--- src/inc/lmsu_pkg.sv ---
// constants and types for the lin master/slave serial port
// assumes a 100 MHz clk and a 16x oversampling baud tick
package lmsu_pkg;
    localparam int AW = 4;
    localparam int DW = 16;
    // ------------------------------------------------------------
    // register offsets
    // ------------------------------------------------------------
    localparam logic [3:0] A_CTRL = 4'h0;
    localparam logic [3:0] A_BAUD = 4'h1;
    localparam logic [3:0] A_RLEN = 4'h2;
    localparam logic [3:0] A_HDR = 4'h3;
    localparam logic [3:0] A_TXD = 4'h4;
    localparam logic [3:0] A_RXD = 4'h5;
    localparam logic [3:0] A_STAT = 4'h6;
    localparam logic [3:0] A_IFLAG = 4'h7;
    localparam logic [3:0] A_IMASK = 4'h8;
    // ------------------------------------------------------------
    // control fields
    // ------------------------------------------------------------
    localparam int C_TX_PATH_ENABLE = 4;
    localparam int C_RX_PATH_ENABLE = 5;
    localparam int C_ON = 6;
    localparam int C_POL = 7;
    localparam int C_STP = 8;
    localparam int C_CSM = 9;
    localparam logic [3:0] MODE_LIN = 4'hc;
    localparam logic [15:0] CTRL_RST = 16'h0000;
    localparam logic [15:0] BAUD_RST = 16'h0000;
    localparam logic [3:0] RLEN_RST = 4'h0;
    // ------------------------------------------------------------
    // interrupt flag positions
    // ------------------------------------------------------------
    localparam int IW = 4;
    localparam int I_CERR = 0;
    localparam int I_RXB = 1;
    localparam int I_HDR = 2;
    localparam int I_RSP = 3;
    // ------------------------------------------------------------
    // bit timing
    // ------------------------------------------------------------
    localparam logic [3:0] OVS_LAST = 4'hf;
    localparam logic [3:0] OVS_MID = 4'h7;
    localparam logic [3:0] BREAK_BITS = 4'hd;
    localparam logic [3:0] DELIM_BITS = 4'h1;
    localparam logic [3:0] FRAME_1STOP = 4'ha;
    localparam logic [3:0] FRAME_2STOP = 4'hb;
    localparam logic [7:0] SYNC_BYTE = 8'h55;
    localparam logic [7:0] SUM_OK = 8'hff;

    typedef enum logic [1:0] {TX_IDLE, TX_BREAK, TX_DELIM, TX_BYTE} lmsu_tx_t;
    typedef enum logic [1:0] {K_SYNC, K_PID, K_DATA, K_CHK} lmsu_kind_t;
    typedef enum logic [2:0] {RX_IDLE, RX_START, RX_DATA, RX_STOP, RX_HIGH} lmsu_rx_t;
    typedef enum logic [1:0] {F_BREAK, F_SYNC, F_PID, F_DATA} lmsu_fr_t;
endpackage

--- src/core/lmsu_tick.sv ---
// baud divider: one-cycle sample tick every div+1 clocks
// assumes div is held steady while the port is on
`timescale 1ns/1ps
`default_nettype none
module lmsu_tick #(
    parameter int W = 16
) (
    input wire logic clk,
    input wire logic rst,
    input wire logic en,
    input wire logic [W-1:0] div,
    output logic tick
);
    logic [W-1:0] cnt_reg;

    always_ff @(posedge clk) begin
        if (rst || !en) begin
            cnt_reg <= '0;
        end else if (cnt_reg >= div) begin
            cnt_reg <= '0;
        end else begin
            cnt_reg <= cnt_reg + 1'b1;
        end
    end

    assign tick = en && (cnt_reg >= div);
endmodule
`default_nettype wire

--- src/core/lmsu_core.sv ---
// lin master/slave serial port: header generator, response checksum
// assumes a plain register port and a transceiver on rx_in / tx_out
//
// Decided for this implementation: the register addresses and the address-and-strobe port.
`timescale 1ns/1ps
`default_nettype none
module lmsu_core (
    input wire logic clk,
    input wire logic rst,
    input wire logic [lmsu_pkg::AW-1:0] addr,
    input wire logic [lmsu_pkg::DW-1:0] wdata,
    input wire logic wr_stb,
    input wire logic rd_stb,
    output logic [lmsu_pkg::DW-1:0] rdata,
    input wire logic rx_in,
    output logic tx_out,
    output logic irq
);
    // ------------------------------------------------------------
    // registers
    // ------------------------------------------------------------
    logic [15:0] ctrl_reg, baud_reg;
    logic [3:0] rlen_reg;
    logic [lmsu_pkg::IW-1:0] iflag_reg, imask_reg, iset;
    logic [15:0] rdata_reg;
    logic stick, lin_ok, rx_on, csm, hdr_wr, txd_wr;

    assign csm = ctrl_reg[lmsu_pkg::C_CSM];
    assign lin_ok = ctrl_reg[3:0] == lmsu_pkg::MODE_LIN && ctrl_reg[lmsu_pkg::C_ON]
        && ctrl_reg[lmsu_pkg::C_TX_PATH_ENABLE];
    assign rx_on = ctrl_reg[lmsu_pkg::C_ON] && ctrl_reg[lmsu_pkg::C_RX_PATH_ENABLE];
    assign hdr_wr = wr_stb && addr == lmsu_pkg::A_HDR;
    assign txd_wr = wr_stb && addr == lmsu_pkg::A_TXD;

    always_ff @(posedge clk) begin
        if (rst) begin
            ctrl_reg <= lmsu_pkg::CTRL_RST;
            baud_reg <= lmsu_pkg::BAUD_RST;
            rlen_reg <= lmsu_pkg::RLEN_RST;
            imask_reg <= '0;
        end else if (wr_stb) begin
            if (addr == lmsu_pkg::A_CTRL) ctrl_reg <= wdata;
            if (addr == lmsu_pkg::A_BAUD) baud_reg <= wdata;
            if (addr == lmsu_pkg::A_RLEN) rlen_reg <= wdata[3:0];
            if (addr == lmsu_pkg::A_IMASK) imask_reg <= wdata[lmsu_pkg::IW-1:0];
        end
    end

    // set wins over a same-cycle write-one clear
    always_ff @(posedge clk) begin
        if (rst) begin
            iflag_reg <= '0;
        end else if (wr_stb && addr == lmsu_pkg::A_IFLAG) begin
            iflag_reg <= (iflag_reg & ~wdata[lmsu_pkg::IW-1:0]) | iset;
        end else begin
            iflag_reg <= iflag_reg | iset;
        end
    end

    assign irq = |(iflag_reg & imask_reg);

    lmsu_tick #(.W(16)) u_tick (
        .clk(clk),
        .rst(rst),
        .en(ctrl_reg[lmsu_pkg::C_ON]),
        .div(baud_reg),
        .tick(stick)
    );

    // ones-complement add with end-around carry
    function automatic logic [7:0] lsum(input logic [7:0] a, input logic [7:0] b);
        logic [8:0] s;
        s = {1'b0, a} + {1'b0, b};
        lsum = s[7:0] + {7'h00, s[8]};
    endfunction

    // ------------------------------------------------------------
    // transmitter
    // ------------------------------------------------------------
    lmsu_pkg::lmsu_tx_t st;
    lmsu_pkg::lmsu_kind_t kind;
    logic [3:0] ph, n, nbits, tcnt, brk_bits;
    logic [10:0] sh;
    logic [7:0] tbuf, tsum, hpid, rx_pid, tx_total;
    logic line, tbuf_full, chk_pend, hdr_done, resp_done, bit_end, pid_evt;

    assign nbits = ctrl_reg[lmsu_pkg::C_STP] ? lmsu_pkg::FRAME_2STOP : lmsu_pkg::FRAME_1STOP;
    assign bit_end = stick && ph == lmsu_pkg::OVS_LAST;
    assign tx_total = lsum(tsum, csm ? rx_pid : 8'h00);

    always_ff @(posedge clk) begin
        if (rst) begin
            st <= lmsu_pkg::TX_IDLE;
            kind <= lmsu_pkg::K_SYNC;
            ph <= '0;
            n <= '0;
            sh <= '1;
            line <= 1'b1;
            tbuf <= '0;
            tbuf_full <= 1'b0;
            hpid <= '0;
            tsum <= '0;
            tcnt <= '0;
            chk_pend <= 1'b0;
            hdr_done <= 1'b0;
            resp_done <= 1'b0;
        end else begin
            hdr_done <= 1'b0;
            resp_done <= 1'b0;
            if (txd_wr && !tbuf_full) begin
                tbuf <= wdata[7:0];
                tbuf_full <= 1'b1;
            end
            if (pid_evt) begin
                tsum <= '0;
                tcnt <= '0;
                chk_pend <= 1'b0;
            end
            if (st != lmsu_pkg::TX_IDLE && stick) ph <= ph + 1'b1;
            unique case (st)
                lmsu_pkg::TX_IDLE: begin
                    line <= 1'b1;
                    ph <= '0;
                    n <= '0;
                    if (hdr_wr && lin_ok) begin
                        hpid <= wdata[7:0];
                        st <= lmsu_pkg::TX_BREAK;
                    end else if (lin_ok && tbuf_full) begin
                        sh <= {2'b11, tbuf, 1'b0};
                        tsum <= lsum(tsum, tbuf);
                        tcnt <= tcnt + 1'b1;
                        chk_pend <= (tcnt + 1'b1) == rlen_reg;
                        tbuf_full <= 1'b0;
                        kind <= lmsu_pkg::K_DATA;
                        st <= lmsu_pkg::TX_BYTE;
                    end else if (lin_ok && chk_pend) begin
                        sh <= {2'b11, ~tx_total, 1'b0};
                        chk_pend <= 1'b0;
                        kind <= lmsu_pkg::K_CHK;
                        st <= lmsu_pkg::TX_BYTE;
                    end
                end
                lmsu_pkg::TX_BREAK: begin
                    line <= 1'b0;
                    if (bit_end) begin
                        n <= n + 1'b1;
                        if (n == lmsu_pkg::BREAK_BITS - 1'b1) begin
                            n <= '0;
                            st <= lmsu_pkg::TX_DELIM;
                        end
                    end
                end
                lmsu_pkg::TX_DELIM: begin
                    line <= 1'b1;
                    if (bit_end) begin
                        n <= n + 1'b1;
                        if (n == lmsu_pkg::DELIM_BITS - 1'b1) begin
                            n <= '0;
                            sh <= {2'b11, lmsu_pkg::SYNC_BYTE, 1'b0};
                            kind <= lmsu_pkg::K_SYNC;
                            st <= lmsu_pkg::TX_BYTE;
                        end
                    end
                end
                lmsu_pkg::TX_BYTE: begin
                    line <= sh[0];
                    if (bit_end) begin
                        sh <= {1'b1, sh[10:1]};
                        n <= n + 1'b1;
                        if (n == nbits - 1'b1) begin
                            n <= '0;
                            if (kind == lmsu_pkg::K_SYNC) begin
                                sh <= {2'b11, hpid, 1'b0};
                                kind <= lmsu_pkg::K_PID;
                            end else begin
                                st <= lmsu_pkg::TX_IDLE;
                                hdr_done <= kind == lmsu_pkg::K_PID;
                                resp_done <= kind == lmsu_pkg::K_CHK;
                            end
                        end
                    end
                end
            endcase
            // dropping the port mid-frame abandons the frame
            if (!lin_ok) st <= lmsu_pkg::TX_IDLE;
        end
    end

    always_ff @(posedge clk) begin
        if (rst) begin
            tx_out <= 1'b1;
        end else begin
            tx_out <= line ^ ctrl_reg[lmsu_pkg::C_POL];
        end
    end

    // ------------------------------------------------------------
    // receiver
    // ------------------------------------------------------------
    lmsu_pkg::lmsu_rx_t rst_st;
    lmsu_pkg::lmsu_fr_t fr;
    logic rx_s1, rx_s2;
    logic [3:0] rph, rn, rcnt;
    logic [7:0] rsh, rxd_reg, rsum, rx_total;
    logic byte_evt, brk_evt, chk_evt, cerr;

    always_ff @(posedge clk) begin
        if (rst) begin
            rx_s1 <= 1'b1;
            rx_s2 <= 1'b1;
        end else begin
            rx_s1 <= rx_in;
            rx_s2 <= rx_s1;
        end
    end

    always_ff @(posedge clk) begin
        if (rst) begin
            rst_st <= lmsu_pkg::RX_IDLE;
            rph <= '0;
            rn <= '0;
            rsh <= '0;
            byte_evt <= 1'b0;
            brk_evt <= 1'b0;
        end else begin
            byte_evt <= 1'b0;
            brk_evt <= 1'b0;
            if (stick) rph <= rph + 1'b1;
            unique case (rst_st)
                lmsu_pkg::RX_IDLE: begin
                    rph <= '0;
                    if (!rx_s2) rst_st <= lmsu_pkg::RX_START;
                end
                lmsu_pkg::RX_START: begin
                    if (stick && rph == lmsu_pkg::OVS_MID) begin
                        rph <= '0;
                        rn <= '0;
                        rst_st <= rx_s2 ? lmsu_pkg::RX_IDLE : lmsu_pkg::RX_DATA;
                    end
                end
                lmsu_pkg::RX_DATA: begin
                    if (stick && rph == lmsu_pkg::OVS_LAST) begin
                        rsh <= {rx_s2, rsh[7:1]};
                        rn <= rn + 1'b1;
                        if (rn == 4'h7) rst_st <= lmsu_pkg::RX_STOP;
                    end
                end
                lmsu_pkg::RX_STOP: begin
                    if (stick && rph == lmsu_pkg::OVS_LAST) begin
                        byte_evt <= rx_s2;
                        brk_evt <= !rx_s2 && rsh == 8'h00;
                        rst_st <= rx_s2 ? lmsu_pkg::RX_IDLE : lmsu_pkg::RX_HIGH;
                    end
                end
                lmsu_pkg::RX_HIGH: begin
                    if (rx_s2) rst_st <= lmsu_pkg::RX_IDLE;
                end
            endcase
            if (!rx_on) rst_st <= lmsu_pkg::RX_IDLE;
        end
    end

    // the receiver hears every header on the bus, our own included
    assign rx_total = lsum(lsum(rsum, csm ? rx_pid : 8'h00), rsh);
    assign pid_evt = byte_evt && fr == lmsu_pkg::F_PID;
    assign chk_evt = byte_evt && fr == lmsu_pkg::F_DATA && rcnt == rlen_reg;

    always_ff @(posedge clk) begin
        if (rst) begin
            fr <= lmsu_pkg::F_BREAK;
            rx_pid <= '0;
            rxd_reg <= '0;
            rsum <= '0;
            rcnt <= '0;
            cerr <= 1'b0;
        end else begin
            cerr <= chk_evt && rx_total != lmsu_pkg::SUM_OK;
            if (byte_evt) rxd_reg <= rsh;
            if (brk_evt) begin
                fr <= lmsu_pkg::F_SYNC;
            end else if (byte_evt) begin
                unique case (fr)
                    lmsu_pkg::F_BREAK: fr <= lmsu_pkg::F_BREAK;
                    lmsu_pkg::F_SYNC: begin
                        fr <= rsh == lmsu_pkg::SYNC_BYTE ? lmsu_pkg::F_PID : lmsu_pkg::F_BREAK;
                    end
                    lmsu_pkg::F_PID: begin
                        rx_pid <= rsh;
                        rsum <= '0;
                        rcnt <= '0;
                        fr <= lmsu_pkg::F_DATA;
                    end
                    lmsu_pkg::F_DATA: begin
                        if (chk_evt) begin
                            fr <= lmsu_pkg::F_BREAK;
                        end else begin
                            rsum <= lsum(rsum, rsh);
                            rcnt <= rcnt + 1'b1;
                        end
                    end
                endcase
            end
        end
    end

    always_comb begin
        iset = '0;
        iset[lmsu_pkg::I_CERR] = cerr;
        iset[lmsu_pkg::I_RXB] = byte_evt;
        iset[lmsu_pkg::I_HDR] = hdr_done;
        iset[lmsu_pkg::I_RSP] = resp_done;
    end

    // ------------------------------------------------------------
    // read port
    // ------------------------------------------------------------
    always_ff @(posedge clk) begin
        if (rst) begin
            rdata_reg <= '0;
        end else if (rd_stb) begin
            unique case (addr)
                lmsu_pkg::A_CTRL: rdata_reg <= ctrl_reg;
                lmsu_pkg::A_BAUD: rdata_reg <= baud_reg;
                lmsu_pkg::A_RLEN: rdata_reg <= {12'h000, rlen_reg};
                lmsu_pkg::A_RXD: rdata_reg <= {8'h00, rxd_reg};
                lmsu_pkg::A_STAT: rdata_reg <= {10'h000, fr, chk_pend, tbuf_full,
                    rst_st != lmsu_pkg::RX_IDLE, st != lmsu_pkg::TX_IDLE};
                lmsu_pkg::A_IFLAG: rdata_reg <= {12'h000, iflag_reg};
                lmsu_pkg::A_IMASK: rdata_reg <= {12'h000, imask_reg};
                default: rdata_reg <= '0;
            endcase
        end else begin
            rdata_reg <= '0;
        end
    end

    assign rdata = rdata_reg;

    always_ff @(posedge clk) begin
        if (rst || st == lmsu_pkg::TX_IDLE) brk_bits <= '0;
        else if (st == lmsu_pkg::TX_BREAK && bit_end) brk_bits <= brk_bits + 1'b1;
    end
endmodule
`default_nettype wire

--- config.mk ---
export PLATFORM = sky130hd
export DESIGN_NAME = lmsu_core
export DESIGN_NICKNAME = d
export VERILOG_FILES = /design/src/inc/lmsu_pkg.sv /design/src/core/lmsu_tick.sv /design/src/core/lmsu_core.sv
export SDC_FILE = /design/constraint.sdc
export NUM_CORES = 1
export LEC_CHECK = 0
export BUFFER_PORTS_ARGS = -buffer_cell sky130_fd_sc_hd__buf_2
export CAP_MARGIN = 30
export CORE_MARGIN = 8
export CORE_UTILIZATION = 45
export CTS_CLUSTER_DIAMETER = 200
export CTS_CLUSTER_SIZE = 24
export DETAILED_ROUTE_END_ITERATION = 16
export GPL_TIMING_DRIVEN = 1
export PLACE_DENSITY_LB_ADDON = 0.3
export SYNTH_ARGS = -nofsm -noshare
export SYNTH_HDL_FRONTEND = slang
export SYNTH_SLANG_ARGS = --single-unit
--- constraint.sdc ---
create_clock -name clk -period 12.4 [get_ports clk]
set_input_delay 0 -clock clk [delete_from_list [all_inputs] [get_ports clk]]
set_output_delay 0 -clock clk [all_outputs]
set_load 0.01 [all_outputs]
[After elaboration in Yosys (flattened, before gate mapping)]
Index checks and enable logic that the tools add are counted.
Cells by class
  multiplexer cells: 81
  order comparisons: 1
  $add $sub $neg: 18
  bitwise operators: 16
  reduce and logical (&&, ||, !) cells: 63
  eq/ne operators: 51
Operators with widths (number)
  one-hot mux 16 bit (7 select lines): 1
  two-way mux 11 bit: 6
  two-way mux 4 bit: 16
  two-way mux 8 bit: 6
  adder 8 x 8 -> 9 bit: 5
  adder 8 x 1 -> 8 bit: 5
  two-way mux 2 bit: 20
  != test 2 bit (second input constant): 17
  one-hot mux 11 bit (3 select lines): 1
  adder 4 x 1 -> 4 bit (second input constant): 6
  == test 4 x 3 -> 1 bit (second input constant): 6
  one-hot mux 4 bit (2 select lines): 3
  two-way mux 3 bit: 7
  == test 4 bit (second input constant): 5
  logical AND 1 bit: 20
  two-way mux 10 bit: 2
  adder 16 x 1 -> 16 bit (second input constant): 1
  greater-or-equal comparator 16 bit: 1
  one-hot mux 2 bit (4 select lines): 2
  one-hot mux 4 bit (4 select lines): 1
  one-hot mux 8 bit (2 select lines): 1
  AND reduction 2 bit: 8
  AND reduction 8 bit: 2
  one-hot mux 3 bit (5 select lines): 1
  other kinds (37): 87
Word-level totals
  output and inout port bits: 18
  flip-flop bits (word level): 187

[Logic depth before layout (Yosys ltp)]
  depth in word-level cells: 8
  mapped depth: 28
  gate-level depth less buffers: 26

[Hierarchy]
From an unflattened synthesis, not the netlist that was laid out.
Unflattened totals
  cell total of the unflattened synthesis: 1281
  area, all modules: 10699.0 um2
Modules (own cells, without submodules)
  lmsu_core: cells each 1153, instances 1, area each 9547.9 um2, seq. area each 3383.2 um2
  lmsu_tick: cells each 128, instances 1, area each 1151.1 um2, seq. area each 320.3 um2

[Least setup slack after synthesis]
Ideal clock, no wire load.
  path kind: register to register
  from: register ctrl_reg[9]
  to: register cerr
  setup slack: 7.117 ns
  stages on the path, launching flop included: 29
  setup time: 0.115 ns
  arrival time: 5.168 ns
  cells stage by stage: dfxtp_1 > buf_2 > clkbuf_1 > and2_1 > ha_1 > ha_1 > a21o_1 > a21oi_1 > nor4_1 > o41a_1 > a21o_1 > a21o_1 > ha_1 > ha_1 > xnor2_1 > ha_1 > nor2b_1 > o21ai_0 > nand2b_1 > a31oi_1 > nor2b_1 > o21ai_0 > nand2b_1 > ha_1 > ha_1 > xnor2_1 > nand4_1 > or4_1 > and3_1
On the way
  word-level cells in the longest chain between the ends: 7
Ends and longest elaborated chain
  from (decl): RTL line lmsu_core.sv:22  | logic [15:0] ctrl_reg, baud_reg;
  from (signal assigned): RTL line lmsu_core.sv:37  | ctrl_reg <= lmsu_pkg::CTRL_RST;
  from (signal assigned): RTL line lmsu_core.sv:42  | if (addr == lmsu_pkg::A_CTRL) ctrl_reg <= wdata;
  two-way mux 8 bit: RTL line lmsu_core.sv:264  | assign rx_total = lsum(lsum(rsum, csm ? rx_pid : 8'h00), rsh);
  adder 8 x 8 -> 9 bit: RTL line lmsu_core.sv:73  | s = {1'b0, a} + {1'b0, b};
  adder 8 x 1 -> 8 bit: RTL line lmsu_core.sv:74  | lsum = s[7:0] + {7'h00, s[8]};
  adder 8 x 8 -> 9 bit: RTL line lmsu_core.sv:73
  adder 8 x 1 -> 8 bit: RTL line lmsu_core.sv:74
  != test 8 bit: RTL line lmsu_core.sv:277  | cerr <= chk_evt && rx_total != lmsu_pkg::SUM_OK;
  logical AND 1 bit: RTL line lmsu_core.sv:277
  to (signal assigned): RTL line lmsu_core.sv:277
  to (decl): RTL line lmsu_core.sv:205  | logic byte_evt, brk_evt, chk_evt, cerr;
Every way passes these cells.
A chain may end at the register's enable or synchronous reset.

[Worst setup path after layout]
Same ends and word-level chain as after synthesis.

==> impl_metrics.py <==
metrics = {
    "yosys": {
        "yosys.area.top_type": "sky130_fd_sc_hd__dfxtp_1",
        "synth_cell_type_count": 77,
        "postSynth.asyncResetShare_pct": 0,
        "synthMostInstantiatedCell": "sky130_fd_sc_hd__dfxtp_1",
        "seq_area_frac_synth_pct": 35.20,
        "syn-instance-count": 1265,
        "synth.top_cells.by_area": "sky130_fd_sc_hd__dfxtp_1, sky130_fd_sc_hd__ha_1, sky130_fd_sc_hd__a21oi_1",
        "synth_area_per_cell_um2": 8.317,
        "synthDominantCellAreaShare_pct": 35.20,
        "synth_area_um2": 10520,
        "synth-edff-count": 0,
        "synthTopCellsByCount": "sky130_fd_sc_hd__dfxtp_1, sky130_fd_sc_hd__nand2_1, sky130_fd_sc_hd__nor2_1, sky130_fd_sc_hd__a21oi_1, sky130_fd_sc_hd__ha_1",
        "number_of_nets_in_the_synthesized_netlist": 1373,
        "ys_dominant_reg_cell": "sky130_fd_sc_hd__dfxtp_1",
        "synth-warning-count": 0,
        "synth_seq_cells": 185,
    },
    "grt": {
        "grt_util_all_layers_pct": 19.16,
        "grt_first_pass_wirelength_um": 44620,
        "grt_pass1_vias": 8558,
        "number_of_antenna_violations_at_the_first_check_in_global_routing": 0,
        "overflow": 0,
        "pin_count_of_the_biggest_net_entering_global_routing": 80,
    },
    "job": {
        "max_cap_violations": 0,
    },
    "floorplanning": {
        "die_height_um": 168.9,
        "placement_rows": 56,
        "start_util_pct": 45.37,
        "die-width_um": 168.9,
        "io-pin-count": 43,
        "die_area_um2": 28530,
        "core_region_area_um2": 23190,
    },
    "setup_path": {
        "required_time_worst_endpoint_ps": 12730,
        "max_stage_delay_ps": 700,
        "crit_arrival_ps": 6100,
        "worstPathBufferInverterCount": 0,
        "regToRegSetupSlack_ps": 6620,
        "cpMostUsedCell": "sky130_fd_sc_hd__ha_1",
        "cp_max_fo": 18,
        "start_kind": "flip-flop",
        "crit_slowest_cell": "sky130_fd_sc_hd__dfxtp_1",
        "critical-path-top-delay-family": "compound AO/OA/AOI/OAI gates",
        "critPathKind": "reg2reg",
        "sort_of_element_at_the_end_of_the_critical_path": "flip-flop",
    },
    "drt": {
        "drt_pre_antenna_iters": 5,
        "top_signal_layer_used": "met4",
        "count_of_unresolved_drc_violations_after_routing": 0,
        "viasPerCell": 5.608,
        "routed_wire_length_per_instance_um": 16.80,
        "routed_length_on_met3_um": 1056,
        "wl_met1_um": 12800,
        "wl_met2_um": 12710,
        "ant_nets": 0,
        "detail_route.iter0.violations": 849,
        "dr_total_vias": 9108,
        "finalWirelength_um": 27280,
    },
    "placed_design": {
        "gp_congestion": 0.8739,
        "dp.final_hpwl_um": 19610,
        "place_worst_setup_slack_ps": 6681,
        "port_buffers": 42,
    },
    "timing": {
        "timing.hold.ws_ps": 87.78,
        "grt_setup_unrepaired": "no",
        "timing.setup.tns_ps": 0,
        "finalCriticalPeriod_ps": 5777,
        "maxSlewViolCount": 0,
        "final.setup.worst_slack_ps": 6623,
        "report.final.hold_viol_count": 0,
        "transition_time_of_the_tightest_slew_check_pin_ps": 911.1,
        "fin_crit_sh_pct": 46.59,
        "max_slew_margin_pct": 39.04,
        "setup_viol_count_final": 0,
        "max_freq_ghz": 0.1731,
        "fin_worst_skew_ps": 9.494,
    },
    "finish": {
        "fillers": 2192,
        "drive_gt1_share_pct": 7.515,
        "layout.nets": 1399,
        "area_delta_synth_final_pct": 11.27,
    },
    "hold_path": {
        "timing.hold.worst.class": "in2reg",
    },
    "clocking": {
        "cts-htree-levels": 4,
        "insertion_delay_ps": 430,
        "cts.repair_timing.setup_buffer_count": 0,
        "cts_inserted_buffers": 17,
        "clkTransAtPathRegs_ps": 70,
        "cts_resized": 0,
        "cts_max_path_buffers": 2,
        "cts_tree": "done",
        "cts.sinks": 185,
        "cts_root_buffer": "sky130_fd_sc_hd__clkbuf_16",
    },
    "status": {
        "outcome": "completed",
    },
    "pwr": {
        "internal_power_mw": 0.8942,
        "pwr-share-seq_pct": 50.6,
        "share_clk_of_total_power_pct": 46.0,
        "power.switching_fraction_pct": 24.49,
        "power.switching_mw": 0.2900,
        "static_leak_nw": 4.800,
        "pwr_density_cell_nw_per_um2": 101.2,
        "combinationalPowerShare_pct": 3.5,
        "power.ir.vdd_worst_uv": 89.62,
    },
}
[area by class of cell]
cell class / instances / area, µm² / area share, %
Multi-Input combinational cell: 974 / 6411 / 54.76
Antenna cell: 1 / 2.502 / 0.02137
Timing Repair Buffer: 64 / 422.9 / 3.612
Sequential cell: 185 / 3704 / 31.63
Clock buffer: 17 / 425.4 / 3.634
Inverter: 49 / 183.9 / 1.571
Tap cell: 319 / 399.1 / 3.409
Clock inverter: 15 / 158.9 / 1.357
[per-layer routing]
| metal | vias up | global-route usage [%] |
|---|---|---|
| met5 | - | 0 |
| met2 | 199 | 31.41 |
| met1 | 4316 | 24.97 |
| met4 | 0 | 7.764 |
| li1 | 4547 | - |
| met3 | 46 | 2.679 |
[final timing paths]
| kind | startpoint | end | cells after the start |
|---|---|---|---|
| max reg2reg | ctrl_reg[9] | cerr | 26 |
| min | addr[1] | rdata[1] | 4 |
| max | ctrl_reg[9] | cerr | 26 |
| min reg2reg | rx_s1 | rx_s2 | 1 |
[cells in the final DEF (no fill, tap or decap), types with 17 or more instances in the layout]
master                          netlist  final
sky130_fd_sc_hd__o21ai_0             30     30
sky130_fd_sc_hd__xnor2_1             41     41
sky130_fd_sc_hd__a21oi_1            113    113
sky130_fd_sc_hd__dfxtp_1            185    185
sky130_fd_sc_hd__nand3_1             52     52
sky130_fd_sc_hd__ha_1                80     80
sky130_fd_sc_hd__nand2_1            150    150
sky130_fd_sc_hd__clkbuf_16            0     17
sky130_fd_sc_hd__a22oi_1             17     17
sky130_fd_sc_hd__xor2_1              35     35
sky130_fd_sc_hd__dlygate4sd3_1        0     18
sky130_fd_sc_hd__nor3_1              24     24
sky130_fd_sc_hd__inv_1               49     49
sky130_fd_sc_hd__buf_2                9     41
sky130_fd_sc_hd__mux2i_1             46     46
sky130_fd_sc_hd__nor2_1             139    139
sky130_fd_sc_hd__a21o_1              23     23
[through the flow]
stage,power [mW],std cells,area (µm²),util [%]
2_1_floorplan,0.6332,1265,10520,-
3_3_place_gp,0.6488,1573,10940,47.17
3_5_place_dp,0.6489,1573,10940,47.17
4_1_cts,1.194,1623,11710,50.47
5_1_grt,1.221,1623,11710,50.47
6_report,1.184,1624,11710,50.48
[tightest hold or removal path: stages]
cell	delay, ps
sky130_fd_sc_hd__buf_2	170
sky130_fd_sc_hd__o21ai_0	170
sky130_fd_sc_hd__a21oi_1	60
sky130_fd_sc_hd__nor2_1	80
[power groups by stage]
stage / clock (mW) / combinational (mW) / sequential (mW)
global placement: 0 / 0.0363 / 0.613
floorplan: 0 / 0.0218 / 0.611
global route: 0.578 / 0.0449 / 0.599
CTS: 0.555 / 0.0410 / 0.599
detailed placement: 0 / 0.0364 / 0.613
finish: 0.544 / 0.0412 / 0.599
[logic make-up after synthesis]
kind of cell | synth area share, %
AO/OA/AOI/OAI | 17.24
XOR/XNOR | 6.992
adder cells (fa/ha/maj) | 10.08
buffers and inverters | 3.924
flip-flops | 35.20
multiplexers | 4.911
AND/OR/NAND/NOR | 21.64
[repair_timing]
item,in CTS,in global routing
setup endpoints to repair,0,0
hold endpoints to repair,57,0
hold buffers,18,0
Power figures use the tool's default switching activity.
